### src/core/cpm_defines.vh
`ifndef CPM_DEFINES_VH
`define CPM_DEFINES_VH

// Option select codes, one per function
`define CPM_SEL_W 4
`define CPM_SEL_TRISTATE 4'h0
`define CPM_SEL_DRIVE1 4'h1
`define CPM_SEL_DRIVE0 4'h2
`define CPM_SEL_PWR_EN_N 4'h3
`define CPM_SEL_SUSPEND_N 4'h4
`define CPM_SEL_CLK24 4'h5
`define CPM_SEL_CLK12 4'h6
`define CPM_SEL_CLK6 4'h7
`define CPM_SEL_CHARGER 4'h8
`define CPM_SEL_CHARGER_N 4'h9
`define CPM_SEL_BB_WR_N 4'ha
`define CPM_SEL_BB_RD_N 4'hb
`define CPM_SEL_VBUS_SENSE 4'hc
`define CPM_SEL_SOF_TOGGLE 4'hd
`define CPM_SEL_KEEP_AWAKE_N 4'he

// Register bus
`define CPM_ADDR_W 8
`define CPM_DATA_W 32
`define CPM_REG_STATUS 8'h00
`define CPM_REG_CTRL 8'h04
`define CPM_REG_SELECT 8'h08
`define CPM_REG_SOF_COUNT 8'h0c

// Control register fields and reset value
`define CPM_CTRL_CLK_EN_BIT 0
`define CPM_CTRL_SOF_CLR_BIT 1
`define CPM_CTRL_RESET 1'b1

// Status register field positions
`define CPM_ST_CONFIGURED 0
`define CPM_ST_SUSPEND 1
`define CPM_ST_CHARGER 2
`define CPM_ST_VBUS 3
`define CPM_ST_INHIBIT 4
`define CPM_ST_SOF_TOGGLE 5
`define CPM_ST_PIN_A 6
`define CPM_ST_PIN_B 7
`define CPM_ST_PWR_EN_N 8
`define CPM_ST_SEL_VALID 9

// Clock generation: core rate and the fastest output, in MHz
`define CPM_CORE_MHZ 250
`define CPM_CLK24_MHZ 24
`define CPM_CLK_ACC_W 9
`define CPM_CLK_STEP (2 * `CPM_CLK24_MHZ)
`define CPM_SOF_CNT_W 16

`endif

### src/core/cpm_clk_gen.v
`include "cpm_defines.vh"

module cpm_clk_gen (
	// Clock and reset
	input wire core_clk_in,
	input wire rst_n_in,
	// Control
	input wire run_in,
	// Divided clocks
	output reg clk24_out,
	output reg clk12_out,
	output reg clk6_out
);

	localparam [`CPM_CLK_ACC_W-1:0] STEP = `CPM_CLK_STEP;
	localparam [`CPM_CLK_ACC_W-1:0] MODULUS = `CPM_CORE_MHZ;

	reg [`CPM_CLK_ACC_W-1:0] acc_q;
	wire [`CPM_CLK_ACC_W-1:0] acc_sum;
	wire wrap;

	// Fractional accumulator: average toggle rate is twice 24 MHz
	assign acc_sum = acc_q + STEP;
	assign wrap = (acc_sum >= MODULUS);

	always @(posedge core_clk_in or negedge rst_n_in)
	begin
		if (!rst_n_in)
		begin
			acc_q <= 9'h000;
			clk24_out <= 1'b0;
			clk12_out <= 1'b0;
			clk6_out <= 1'b0;
		end
		else if (!run_in)
		begin
			// Stopped clocks park low
			acc_q <= 9'h000;
			clk24_out <= 1'b0;
			clk12_out <= 1'b0;
			clk6_out <= 1'b0;
		end
		else if (wrap)
		begin
			acc_q <= acc_sum - MODULUS;
			clk24_out <= ~clk24_out;
			if (!clk24_out)
			begin
				clk12_out <= ~clk12_out;
				if (!clk12_out)
				begin
					clk6_out <= ~clk6_out;
				end
			end
		end
		else
		begin
			acc_q <= acc_sum;
		end
	end

endmodule // cpm_clk_gen

### src/core/cpm_pin_mux.v
// Contract
// Both pins offer every function, one each
// Tri-state disables driver; constants drive 1/0
// Power enable low once configured, high suspended
// Suspend indicator low while suspended
// 24/12/6 MHz clocks, stopped during suspend
// Charger detect high when charger host seen
// Charger detect inverse is complement
// Bit-bang write strobe passed to pin
// Bit-bang read strobe passed to pin
// Supply-sense option reads pin as input
// Toggle output flips per start-of-frame
// Keep-awake input low blocks suspend when unplugged
// Selection latched after reset, held until reset
// Inputs undriven; unknown codes act tri-state
//
// The register offsets and strobed register access were decided locally.
`include "cpm_defines.vh"

module cpm_pin_mux (
	// Clock and reset
	input wire core_clk_in,
	input wire rst_n_in,
	// Nonvolatile selection
	input wire [`CPM_SEL_W-1:0] cfg_sel_a_in,
	input wire [`CPM_SEL_W-1:0] cfg_sel_b_in,
	// Internal USB state
	input wire usb_configured_in,
	input wire usb_suspend_in,
	input wire sof_pulse_in,
	input wire charger_detected_in,
	input wire bb_write_strobe_n_in,
	input wire bb_read_strobe_n_in,
	// Configurable pin A
	input wire option_pin_a_in,
	output reg option_pin_a_out,
	output reg option_pin_a_oe_out,
	// Configurable pin B
	input wire option_pin_b_in,
	output reg option_pin_b_out,
	output reg option_pin_b_oe_out,
	// Indications to the core
	output reg vbus_present_out,
	output reg suspend_inhibit_out,
	// Register port
	input wire [`CPM_ADDR_W-1:0] reg_addr_in,
	input wire [`CPM_DATA_W-1:0] reg_wdata_in,
	input wire reg_write_in,
	input wire reg_read_in,
	output reg [`CPM_DATA_W-1:0] reg_rdata_out
);

	localparam [1:0] PWR_UNCONF = 2'b00;
	localparam [1:0] PWR_ACTIVE = 2'b01;
	localparam [1:0] PWR_SUSPEND = 2'b10;

	reg [`CPM_SEL_W-1:0] sel_a_q;
	reg [`CPM_SEL_W-1:0] sel_b_q;
	reg sel_valid_q;
	reg [1:0] pwr_state_q;
	reg [1:0] pwr_state_d;
	reg pwr_en_n_q;
	reg sof_toggle_q;
	reg [`CPM_SOF_CNT_W-1:0] sof_count_q;
	reg clk_en_q;
	reg [15:0] fn_level;
	wire [1:0] drive_a;
	wire [1:0] drive_b;
	wire sof_clear;
	wire clk_run;
	wire clk24;
	wire clk12;
	wire clk6;
	wire vbus_level;
	wire inhibit_level;
	wire [`CPM_DATA_W-1:0] status_word;

	// True when the code is a recognised driven output
	function is_output;
		input [`CPM_SEL_W-1:0] sel;
		begin
			case (sel)
				`CPM_SEL_DRIVE1, `CPM_SEL_DRIVE0, `CPM_SEL_PWR_EN_N, `CPM_SEL_SUSPEND_N,
				`CPM_SEL_CLK24, `CPM_SEL_CLK12, `CPM_SEL_CLK6, `CPM_SEL_CHARGER,
				`CPM_SEL_CHARGER_N, `CPM_SEL_BB_WR_N, `CPM_SEL_BB_RD_N, `CPM_SEL_SOF_TOGGLE:
					is_output = 1'b1;
				default:
					is_output = 1'b0;
			endcase
		end
	endfunction

	// Write strobe aimed at the control register
	function ctrl_write;
		input write;
		input [`CPM_ADDR_W-1:0] addr;
		begin
			ctrl_write = write && (addr == `CPM_REG_CTRL);
		end
	endfunction

	// Level on a pin whose selection matches an input option
	function pin_match;
		input [`CPM_SEL_W-1:0] sel;
		input [`CPM_SEL_W-1:0] code;
		input level;
		begin
			pin_match = (sel == code) && level;
		end
	endfunction

	// Returns {output enable, level} for one pin
	function [1:0] pin_drive;
		input [`CPM_SEL_W-1:0] sel;
		input [15:0] levels;
		begin
			if (is_output(sel))
			begin
				pin_drive = {1'b1, levels[sel]};
			end
			else
			begin
				pin_drive = 2'b00;
			end
		end
	endfunction

	// Selection captured once, at the first edge after reset release
	always @(posedge core_clk_in or negedge rst_n_in)
	begin
		if (!rst_n_in)
		begin
			sel_a_q <= `CPM_SEL_TRISTATE;
			sel_b_q <= `CPM_SEL_TRISTATE;
			sel_valid_q <= 1'b0;
		end
		else if (!sel_valid_q)
		begin
			sel_a_q <= cfg_sel_a_in;
			sel_b_q <= cfg_sel_b_in;
			sel_valid_q <= 1'b1;
		end
	end

	// Power enable tracker
	always @*
	begin
		pwr_state_d = pwr_state_q;
		case (pwr_state_q)
			PWR_UNCONF:
			begin
				if (usb_configured_in && !usb_suspend_in)
				begin
					pwr_state_d = PWR_ACTIVE;
				end
			end
			PWR_ACTIVE:
			begin
				if (usb_suspend_in)
				begin
					pwr_state_d = PWR_SUSPEND;
				end
				else if (!usb_configured_in)
				begin
					pwr_state_d = PWR_UNCONF;
				end
			end
			PWR_SUSPEND:
			begin
				if (!usb_suspend_in)
				begin
					pwr_state_d = usb_configured_in ? PWR_ACTIVE : PWR_UNCONF;
				end
			end
			default:
			begin
				pwr_state_d = PWR_UNCONF;
			end
		endcase
	end

	always @(posedge core_clk_in or negedge rst_n_in)
	begin
		if (!rst_n_in)
		begin
			pwr_state_q <= PWR_UNCONF;
			pwr_en_n_q <= 1'b1;
		end
		else
		begin
			pwr_state_q <= pwr_state_d;
			// Low only while configured and awake
			pwr_en_n_q <= (pwr_state_d != PWR_ACTIVE);
		end
	end

	// Start-of-frame toggle and count; a clear with a frame in the same cycle leaves count 1, toggle 1
	assign sof_clear = ctrl_write(reg_write_in, reg_addr_in) && reg_wdata_in[`CPM_CTRL_SOF_CLR_BIT];

	always @(posedge core_clk_in or negedge rst_n_in)
	begin
		if (!rst_n_in)
		begin
			sof_toggle_q <= 1'b0;
			sof_count_q <= 16'h0000;
		end
		else if (sof_clear)
		begin
			sof_toggle_q <= sof_pulse_in;
			sof_count_q <= sof_pulse_in ? 16'h0001 : 16'h0000;
		end
		else if (sof_pulse_in)
		begin
			sof_toggle_q <= ~sof_toggle_q;
			sof_count_q <= sof_count_q + 16'h0001;
		end
	end

	// Clock outputs stop in suspend or when software gates them
	assign clk_run = clk_en_q && !usb_suspend_in;

	cpm_clk_gen u_clk_gen (
		.core_clk_in(core_clk_in),
		.rst_n_in(rst_n_in),
		.run_in(clk_run),
		.clk24_out(clk24),
		.clk12_out(clk12),
		.clk6_out(clk6)
	);

	// Level of every function, indexed by its select code
	always @*
	begin
		fn_level = 16'h0000;
		fn_level[`CPM_SEL_DRIVE1] = 1'b1;
		fn_level[`CPM_SEL_DRIVE0] = 1'b0;
		fn_level[`CPM_SEL_PWR_EN_N] = pwr_en_n_q;
		fn_level[`CPM_SEL_SUSPEND_N] = ~usb_suspend_in;
		fn_level[`CPM_SEL_CLK24] = clk24;
		fn_level[`CPM_SEL_CLK12] = clk12;
		fn_level[`CPM_SEL_CLK6] = clk6;
		fn_level[`CPM_SEL_CHARGER] = charger_detected_in;
		fn_level[`CPM_SEL_CHARGER_N] = ~charger_detected_in;
		fn_level[`CPM_SEL_BB_WR_N] = bb_write_strobe_n_in;
		fn_level[`CPM_SEL_BB_RD_N] = bb_read_strobe_n_in;
		fn_level[`CPM_SEL_SOF_TOGGLE] = sof_toggle_q;
	end

	// Same table for both pins; input and unknown codes leave the driver off
	assign drive_a = pin_drive(sel_a_q, fn_level);
	assign drive_b = pin_drive(sel_b_q, fn_level);

	always @(posedge core_clk_in or negedge rst_n_in)
	begin
		if (!rst_n_in)
		begin
			option_pin_a_oe_out <= 1'b0;
			option_pin_a_out <= 1'b0;
			option_pin_b_oe_out <= 1'b0;
			option_pin_b_out <= 1'b0;
		end
		else
		begin
			option_pin_a_oe_out <= drive_a[1];
			option_pin_a_out <= drive_a[0];
			option_pin_b_oe_out <= drive_b[1];
			option_pin_b_out <= drive_b[0];
		end
	end

	// Input options: supply sense and keep-awake
	assign vbus_level = pin_match(sel_a_q, `CPM_SEL_VBUS_SENSE, option_pin_a_in) ||
		pin_match(sel_b_q, `CPM_SEL_VBUS_SENSE, option_pin_b_in);
	assign inhibit_level = pin_match(sel_a_q, `CPM_SEL_KEEP_AWAKE_N, !option_pin_a_in) ||
		pin_match(sel_b_q, `CPM_SEL_KEEP_AWAKE_N, !option_pin_b_in);

	always @(posedge core_clk_in or negedge rst_n_in)
	begin
		if (!rst_n_in)
		begin
			vbus_present_out <= 1'b0;
			suspend_inhibit_out <= 1'b0;
		end
		else
		begin
			vbus_present_out <= vbus_level;
			suspend_inhibit_out <= inhibit_level;
		end
	end

	// Control register
	always @(posedge core_clk_in or negedge rst_n_in)
	begin
		if (!rst_n_in)
		begin
			clk_en_q <= `CPM_CTRL_RESET;
		end
		else if (ctrl_write(reg_write_in, reg_addr_in))
		begin
			clk_en_q <= reg_wdata_in[`CPM_CTRL_CLK_EN_BIT];
		end
	end

	assign status_word = {
		22'h000000,
		sel_valid_q,
		pwr_en_n_q,
		option_pin_b_in,
		option_pin_a_in,
		sof_toggle_q,
		suspend_inhibit_out,
		vbus_present_out,
		charger_detected_in,
		usb_suspend_in,
		usb_configured_in
	};

	// Read data stand for the one cycle after the strobe, zero otherwise
	always @(posedge core_clk_in or negedge rst_n_in)
	begin
		if (!rst_n_in)
		begin
			reg_rdata_out <= 32'h00000000;
		end
		else if (reg_read_in)
		begin
			case (reg_addr_in)
				`CPM_REG_STATUS:
					reg_rdata_out <= status_word;
				`CPM_REG_CTRL:
					reg_rdata_out <= {31'h00000000, clk_en_q};
				`CPM_REG_SELECT:
					reg_rdata_out <= {24'h000000, sel_b_q, sel_a_q};
				`CPM_REG_SOF_COUNT:
					reg_rdata_out <= {16'h0000, sof_count_q};
				default:
					reg_rdata_out <= 32'h00000000;
			endcase
		end
		else
		begin
			reg_rdata_out <= 32'h00000000;
		end
	end

endmodule // cpm_pin_mux

### config.mk
export PLATFORM = sky130hd
export DESIGN_NAME = cpm_pin_mux
export DESIGN_NICKNAME = d
export VERILOG_FILES = /design/src/core/cpm_clk_gen.v /design/src/core/cpm_pin_mux.v
export VERILOG_INCLUDE_DIRS = /design/src /design/src/core
export SDC_FILE = /design/constraint.sdc
export NUM_CORES = 1
export LEC_CHECK = 0
export ABC_AREA = 0
export BUFFER_PORTS_ARGS = -buffer_cell sky130_fd_sc_hd__buf_4
export CAP_MARGIN = 20
export CORE_ASPECT_RATIO = 0.9
export CORE_MARGIN = 2
export CORE_UTILIZATION = 40
export DETAILED_ROUTE_END_ITERATION = 10
export PLACE_DENSITY = 0.62
export SETUP_SLACK_MARGIN = 0.15
export SKIP_CTS_REPAIR_TIMING = 1
export SLEW_MARGIN = 20
export SYNTH_ARGS = -nofsm -noshare
export SYNTH_HDL_FRONTEND = slang
export SYNTH_SLANG_ARGS = --single-unit
### constraint.sdc
create_clock -name core_clk_in -period 2.54 [get_ports core_clk_in]
set_input_delay 0.381 -clock core_clk_in [delete_from_list [all_inputs] [get_ports core_clk_in]]
set_output_delay 0.381 -clock core_clk_in [all_outputs]
set_load 0.05 [all_outputs]
Word-level counts from Yosys, hierarchy flattened:

Memory sizes are Yosys's and may differ from the RTL's.
Index checks and enable logic that the tools add are counted.

* memory bits (read-only): 32
* register bits: 80
* logic and storage cells: 94
* memories kept: 2
* input bits: 60
* output and inout port bits: 38

* reductions and logical operators: 18
* equality and inequality tests: 13
* bitwise operators: 6
* muxes and demuxes: 30
* magnitude comparators: 3
* $add $sub $neg: 3

Memories
* (no name shown): depth 16, bits a word 1, read ports 1, clocked after Yosys merged registers in 0, wr ports 0, RTL line cpm_pin_mux.v:82 `case (sel)`
* (no name shown): depth 16, bits a word 1, read ports 1, clocked after Yosys merged registers in 0, wr ports 0, RTL line cpm_pin_mux.v:82

Operator list (count)
* $pmux W16 S4: 1
* $mux W16: 2
* $mux W32: 1
* $mux W9: 2
* $add A16 B1 Y16 const B: 1
* $eq A4 B4 Y1 const B: 4
* $eq A8 B4 Y1 const B: 2
* $mux W1: 15
* $mux W2: 6
* $lt A4 B5 Y1 const B: 2
* $add A9 B6 Y9 const B: 1
* $ge A9 B8 Y1 const B: 1
* $sub A9 B8 Y9 const B: 1
* $bmux W1 S4: 2
* $eq A8 B3 Y1 const B: 1
* $logic_and A1 B1 Y1: 8
* $logic_not A8 Y1: 1
* $ne A2 B2 Y1 const B: 3
* $not A1 Y1: 6
* $pmux W2 S3: 1
* $logic_not A1 Y1: 3
* $reduce_and A3 Y1: 1
* $eq A2 B1 Y1 const B: 1
* $eq A2 B2 Y1 const B: 1
* 5 further kinds: 6

Longest topological paths before layout:

Gate-level depths: netlist of the first run.

* depth after elaboration: 5
* depth in mapped cells: 8
* depth with buffers taken out: 7

Modules after synthesis:

Synthesis of the first run repeated with hierarchy kept, for this count alone.

* cell total of the unflattened synthesis: 339
* area, all modules: 3472.1 µm²

Modules (own cells, without submodules)
* cpm_pin_mux: seq. area each 1303.8 µm², cells an instance 255, area an instance 2613.8 µm², instances 1
* cpm_clk_gen: seq. area each 275.3 µm², cells an instance 84, area an instance 858.3 µm², instances 1

Least setup slack after synthesis of the first run:

No wires, ideal clock.

* path kind: register to register
* start: reg u_clk_gen.acc_q[1]
* end: reg u_clk_gen.clk6_out
* setup time: 123 ps
* data required time: 2417 ps
* clock period less this slack: 2248 ps
* buffers on the path: 0
* setup slack: 292 ps
* cell stages (with the launch flop): 8
* arrival time: 2125 ps
* path through: dfrtp_1 -> inv_1 -> ha_1 -> or3b_4 -> or3_4 -> o221a_4 -> or3_4 -> mux2i_1

* cells in the longest elaborated chain, start to end: 4

Ends and longest elaborated chain
* start, declared: RTL line cpm_clk_gen.v:18 `` reg [`CPM_CLK_ACC_W-1:0] acc_q; ``
* start signal, assigned: RTL line cpm_clk_gen.v:45 `acc_q <= acc_sum - MODULUS;`
* start signal, assigned: RTL line cpm_clk_gen.v:58 `acc_q <= acc_sum;`
* $add A9 B6 Y9: RTL line cpm_clk_gen.v:23 `assign acc_sum = acc_q + STEP;`
* $ge A9 B8 Y1: RTL line cpm_clk_gen.v:24 `assign wrap = (acc_sum >= MODULUS);`
* $ne A2 B2 Y1 (no source line)
* $reduce_and A3 Y1 (no source line)
* end signal, assigned: RTL line cpm_clk_gen.v:52 `clk6_out <= ~clk6_out;`
* end, declared: RTL line cpm_clk_gen.v:12 `output reg clk6_out`

No other way between the ends.
A chain may end at the register's enable or synchronous reset.

Final worst setup path of the first run:

Same ends and word-level chain as after synthesis.

==> metrics, run 1 <==
# setup viols final=0; Sw Pwr=776 uW; first-pass GRT wire length=11600 um; Post-synth EDFFs=0; Clk pwr share=40.5%; ys async rst share=100%; max-slew violations=0; Inserted Clock Buffers=9; Final period util=93.0%; clock transition at the registers of the reported paths=0.07 ns; worst-case clock buffer depth=2; DR pass1 iterations=4; share of cells above drive strength 1=27.4%; synth top area cells=dfrtp_1 (47%), mux2_2 (5.5%), nor2_1 (4.9%), buf_4 (3.7%), xor2_1 (3.5%); Logic pwr share=16.1%; post-synthesis register bit count=63; worst path cell trace=inv_2 > ha_2 > or3b_4 > or3_4 > o221a_4 > or3_4 > mux2i_1; Setup Crit Path Kind=register to register; PD cells=707 mW/mm2; initial antenna violation count=0; vias in the first global route=2358; Setup Total Neg Slack=0 ns; clock period minus worst slack=2.36 ns; core box area=0.00799 mm2; Final Hold Viols=0; final WL=7010 um; dpl ws=0.161 ns; Via Count=2452; CTS tree=done; die area=0.00894 mm2; Internal Power=2040 uW; f_max=0.423 GHz; Max rail drop VDD=0.000345 V; Via density=5.13; die height=89.9 um; P_leak=0.00179 uW; Slew @ Worst Pin=0.788 ns; worst-path maximum fanout=5; # Max-Cap Violations=0; total track usage=16.5%; RSZ-0062 raised after global routing=true; Avg WL per Cell=14.7 um; Clock Latency Late Sink=0.35 ns; CP max stage cell=dfrtp_1; dominant cell type by area after synthesis=dfrtp_1; Antenna Nets Post-Route=0; Mapped Cells=322; die width=99.4 um; Critical Path End Type=register; I/O pin total=98; status=complete, no violations; Mapped Avg Cell Area=10.2 um2; startpoint type of the worst setup path=register; Synth top area share=46.6%; DP HPWL=4910 um; Worst Path Arrival=2.60 ns; clk root buf=clkbuf_8; synthesized cell area=0.00328 mm2; worst stage delay on the critical path=0.43 ns; Min-Delay Path Class=primary input to asynchronous set/reset pin; post-synthesis cell type count=47; Row Count=31; CTS sink count=63; Hold WS=0.0994 ns; Design Power=2820 uW; Syn. warnings=0; Worst Skew=0.00870 ns; H-tree levels=3; Worst path most repeated cell=or3_4; Layout area overhead=21.5%; DR iter-0 viols=142; Residual DRC=0; GPL Wtd Cong=0.793; # port buffers=51; Switching Share=27.6%; Post-synth top flop=dfrtp_1; Initial Util=41.0%; post-route setup slack=0.178 ns; Nets=438; diode count=0; fill cell count=760; register share of total power=43.5%; Seq/Total Area, Yosys=48.2%; Rel. slew slack=47.5%; largest net degree at the start of global routing=64; Data required, critical path=2.78 ns; gr ovfl total=0
[cell usage after synthesis, types with 2 or more instances]
cell,count
dfrtp_1,61
nor2_1,43
nand2_1,17
buf_4,16
mux2_2,16
clkbuf_1,15
o21ai_0,15
xor2_1,13
nand3_1,12
xnor2_1,11
inv_1,10
a21oi_1,8
nor3_1,8
a22oi_1,7
and2_1,6
ha_1,4
mux2i_1,4
nand4_1,4
nor3b_1,4
a211oi_1,3
and3_1,3
and4_1,3
mux4_2,3
nand2b_1,3
nor2b_1,3
o31ai_1,3
conb_1,2
dfstp_2,2
nand4b_1,2
o2111ai_1,2
o211ai_1,2
or3_4,2
[power by group through the flow]
stage	sequential (uW)	combinational, uW	clock [uW]
3_3_place_gp	1240	447	0
3_5_place_dp	1240	457	0
2_1_floorplan	1230	339	0
4_1_cts	1220	459	1170
5_1_grt	1240	502	1200
6_report	1220	453	1140
[area by class of cell]
type / instances / area [um2] / share of cell area (%)
clock buffer: 10 / 128 / 3.21
timing repair buffer: 57 / 428 / 10.7
clock inverter: 6 / 133 / 3.33
multi-input combinational: 233 / 1550 / 39.0
inverter: 10 / 37.5 / 0.943
tap: 99 / 124 / 3.11
sequential: 63 / 1580 / 39.7
[path summary, 6_finish.rpt]
path	to	cells past startpoint	slack (ns)	from
setup / recovery	u_clk_gen.clk6_out	7	0.18	u_clk_gen.acc_q[1]
max in group asynchronous	u_clk_gen.acc_q[4]	1	1.90	rst_n_in
min in group core_clk_in	pwr_en_n_q	2	0.23	usb_configured_in
setup reg to reg	u_clk_gen.clk6_out	7	0.18	u_clk_gen.acc_q[1]
hold reg to reg	reg_rdata_out[15]	1	0.51	sof_count_q[15]
hold / removal	u_clk_gen.acc_q[2]	1	0.1	rst_n_in
[state kept, by name, indices dropped and copies added (netlist names), 2 cells and up]
signal,flops
pwr_state_q,2
reg_rdata_out,16
sel_a_q,4
sel_b_q,4
sof_count_q,16
u_clk_gen.acc_q,8
[layout by cell type, fill, tap and decap left out, drive strengths merged, types with 10 or more instances in the layout]
cell and count:
o21ai 15, nand2 17, clkbuf 10, nor2 43, inv 10, xnor2 11, nand3 12, xor2 13
dfrtp 61, conb 17, buf 57, mux2 16
[cells by family after synthesis]
family / count (synthesis) / share of synthesized area, %
flops: 63 / 48.2
other cells: 2 / 0.229
fa+ha+maj: 4 / 1.53
xor+xnor: 24 / 6.41
buf+inv: 42 / 6.87
mux: 23 / 8.78
compound gates: 48 / 10.0
simple gates: 116 / 18.0
[per-stage QoR]
step / util (%) / instance area (um2) / cells
2_1_floorplan: - / 3330 / 337
3_3_place_gp: 46.1 / 3680 / 459
3_5_place_dp: 46.1 / 3680 / 459
4_1_cts: 49.4 / 3940 / 475
5_1_grt: 49.8 / 3980 / 478
6_report: 49.8 / 3980 / 478
[routing by layer]
metal  global-route usage [%]  share of wire, %
met5                        0                 0
met4                     5.48               1.9
met3                     5.83               5.7
met2                     23.0                44
met1                     23.8                49
[worst max-delay path, delay by kind of cell (launching register included)]
family,cells,cell delay (ns)
adders and majority gates,1,0.19
DFF,1,0.43
AOI/OAI and AO/OA,1,0.30
buffers and inverters,1,0.06
and+or+nand+nor,3,1.15
muxes,1,0.13
No activity file was read; power rests on OpenSTA's default activity.
==> run 2, diff against run 1 <==
--- a/config.mk
+++ b/config.mk
@@ -12,6 +12,7 @@
 export CORE_ASPECT_RATIO = 0.9
 export CORE_MARGIN = 2
 export CORE_UTILIZATION = 40
+export CTS_BUF_LIST = sky130_fd_sc_hd__clkbuf_8
 export DETAILED_ROUTE_END_ITERATION = 10
 export PLACE_DENSITY = 0.62
 export SETUP_SLACK_MARGIN = 0.15
==> metrics, run 2 (synthesis gave the netlist of run 1 again) <==
vias in the first global route=2358 (unchanged); die height=89.9 um (unchanged); RSZ-0062 raised after global routing=true; Worst Skew=0.00897 ns (+0.000265 ns); share of cells above drive strength 1=27.4% (unchanged); Layout area overhead=21.5% (unchanged); WL met3=391 um (-2.3%); routed wl met2=3080 um (+0.75%); Final Hold Viols=0 (unchanged); die width=99.4 um (unchanged); Setup Total Neg Slack=0 ns (unchanged); CP max stage cell=dfrtp_1; Max Used Layer=met4; core box area=0.00799 mm2 (unchanged); die area=0.00894 mm2 (unchanged); Switching Share=27.6% (+0.046 points); f_max=0.424 GHz (+0.25%); worst-case clock buffer depth=2 (unchanged); DR iter-0 viols=142 (unchanged); max-slew violations=0 (unchanged); DP HPWL=4910 um (unchanged); Inserted Clock Buffers=9 (unchanged); clock transition at the registers of the reported paths=0.07 ns (about the same); Final period util=92.8% (-0.23 points); # Max-Cap Violations=0 (unchanged); Sw Pwr=777 uW (about the same); Worst Path Arrival=2.60 ns (about the same); DR pass1 iterations=4 (unchanged); Antenna Nets Post-Route=0 (unchanged); diode count=0 (unchanged); commonest non-fill, non-tap cell in the layout=dfrtp_1; Cell Count, Final, Fillers Out=478 (unchanged); # setup viols final=0 (unchanged); status=complete, no violations; Via Count=2448 (-0.16%); PD cells=706 mW/mm2 (-0.13%); gr ovfl total=0 (unchanged); worst-path maximum fanout=5 (unchanged); Critical Path End Type=register; Logic pwr share=16.1% (about the same); Internal Power=2040 uW (-0.20%); delay-heaviest family, CP=simple AND/OR/NAND/NOR gates; Initial Util=41.0% (unchanged); largest net degree at the start of global routing=64 (unchanged); CTS sink count=63 (unchanged); # port buffers=51 (unchanged); worst path bufs/invs=1 (unchanged); Data required, critical path=2.78 ns (about the same); placed cell count=459 (unchanged); GPL Wtd Cong=0.793 (unchanged); Min-Delay Path Class=primary input to asynchronous set/reset pin; Clk pwr share=40.4% (about the same); P_leak=0.00180 uW (+0.23%); Via density=5.12 (-0.16%); Worst path most repeated cell=or3_4; clk root buf=clkbuf_8; register share of total power=43.5% (about the same); Slew @ Worst Pin=0.789 ns (+0.000337 ns); worst stage delay on the critical path=0.43 ns (about the same); Residual DRC=0 (unchanged); Setup Crit Path Kind=register to register; Largest regs=reg_rdata_out (16), sof_count_q (16), u_clk_gen.acc_q (8); Row Count=31 (unchanged); I/O pin total=98 (unchanged); worst path cell trace=inv_2 > ha_2 > or3b_4 > or3_4 > o221a_4 > or3_4 > mux2i_1; total track usage=16.5% (unchanged); startpoint type of the worst setup path=register; Max rail drop VDD=0.000345 V (about the same); final WL=7020 um (about the same); DRT met1 WL=3440 um (+0.50%); Avg WL per Cell=14.7 um (about the same); Clock Latency Late Sink=0.35 ns (about the same); first-pass GRT wire length=11600 um (unchanged); initial antenna violation count=0 (unchanged); H-tree levels=3 (unchanged); clock period minus worst slack=2.36 ns (-0.00583 ns); Nets=438 (unchanged); most frequent cells in the layout=dfrtp_1 (60), buf_4 (57), nor2_1 (43); Rel. slew slack=47.4% (about the same); CTS tree=done
[run 2: cell count changes in the layout (fill, tap and decap cells not counted), sizes merged]
| cell | change |
|---|---|
| clkbuf | -1 |
| inv | +1 |
[run 2: worst paths after layout]
kind                                     from                  to  slack [ns]  depth (start not counted)
setup / recovery           u_clk_gen.acc_q[1]  u_clk_gen.clk6_out        0.18                          7
hold / removal                       rst_n_in  u_clk_gen.acc_q[2]         0.1                          1
setup reg to reg           u_clk_gen.acc_q[1]  u_clk_gen.clk6_out        0.18                          7
hold reg to reg               sof_count_q[15]   reg_rdata_out[15]        0.51                          1
max in group asynchronous            rst_n_in  u_clk_gen.acc_q[4]        1.90                          1
min in group core_clk_in    usb_configured_in          pwr_en_n_q        0.23                          2
[run 2: cell type report]
| type | instances | area (um2) |
|---|---|---|
| Tap cell | 99 | 124 |
| Inverter | 10 | 37.5 |
| Multi-Input combinational cell | 233 | 1550 |
| Clock buffer | 9 | 124 |
| Timing Repair Buffer | 57 | 428 |
| Fill cell | 760 | 4010 |
| Sequential cell | 63 | 1580 |
| Clock inverter | 7 | 136 |
[run 2: worst register-to-register path: stages (launching register included)]
cell and delay [ns]:
dfrtp_1 0.43, inv_2 0.06, ha_2 0.19, or3b_4 0.39, or3_4 0.42, o221a_4 0.30
or3_4 0.34, mux2i_1 0.12
[run 2: power groups by stage]
stage          registers [uW]  clock network [uW]  logic (uW)
6_report                 1220                1140         453
3_3_place_gp             1240                   0         447
4_1_cts                  1220                1160         459
3_5_place_dp             1240                   0         457
2_1_floorplan            1230                   0         339
5_1_grt                  1240                1200         502
[run 2: routing by layer]
metal / GRT usage, % / up-vias
li1: - / 1192
met1: 23.8 / 1192
met2: 23.0 / 53
met3: 5.83 / 11
met4: 5.48 / 0
met5: 0 / -
[run 2: per-stage QoR]
stage	hold slack (ns)	area [um2]	setup slack, ns	util (%)	total power [uW]
after floorplan	0.0854	3330	0.292	-	1570
after global placement	0.485	3680	0.209	46.1	1690
after detailed placement	0.499	3680	0.161	46.1	1700
after CTS	0.134	3940	0.154	49.4	2840
after global routing	0.178	3980	0.112	49.8	2940
final	0.0993	3980	0.184	49.8	2810
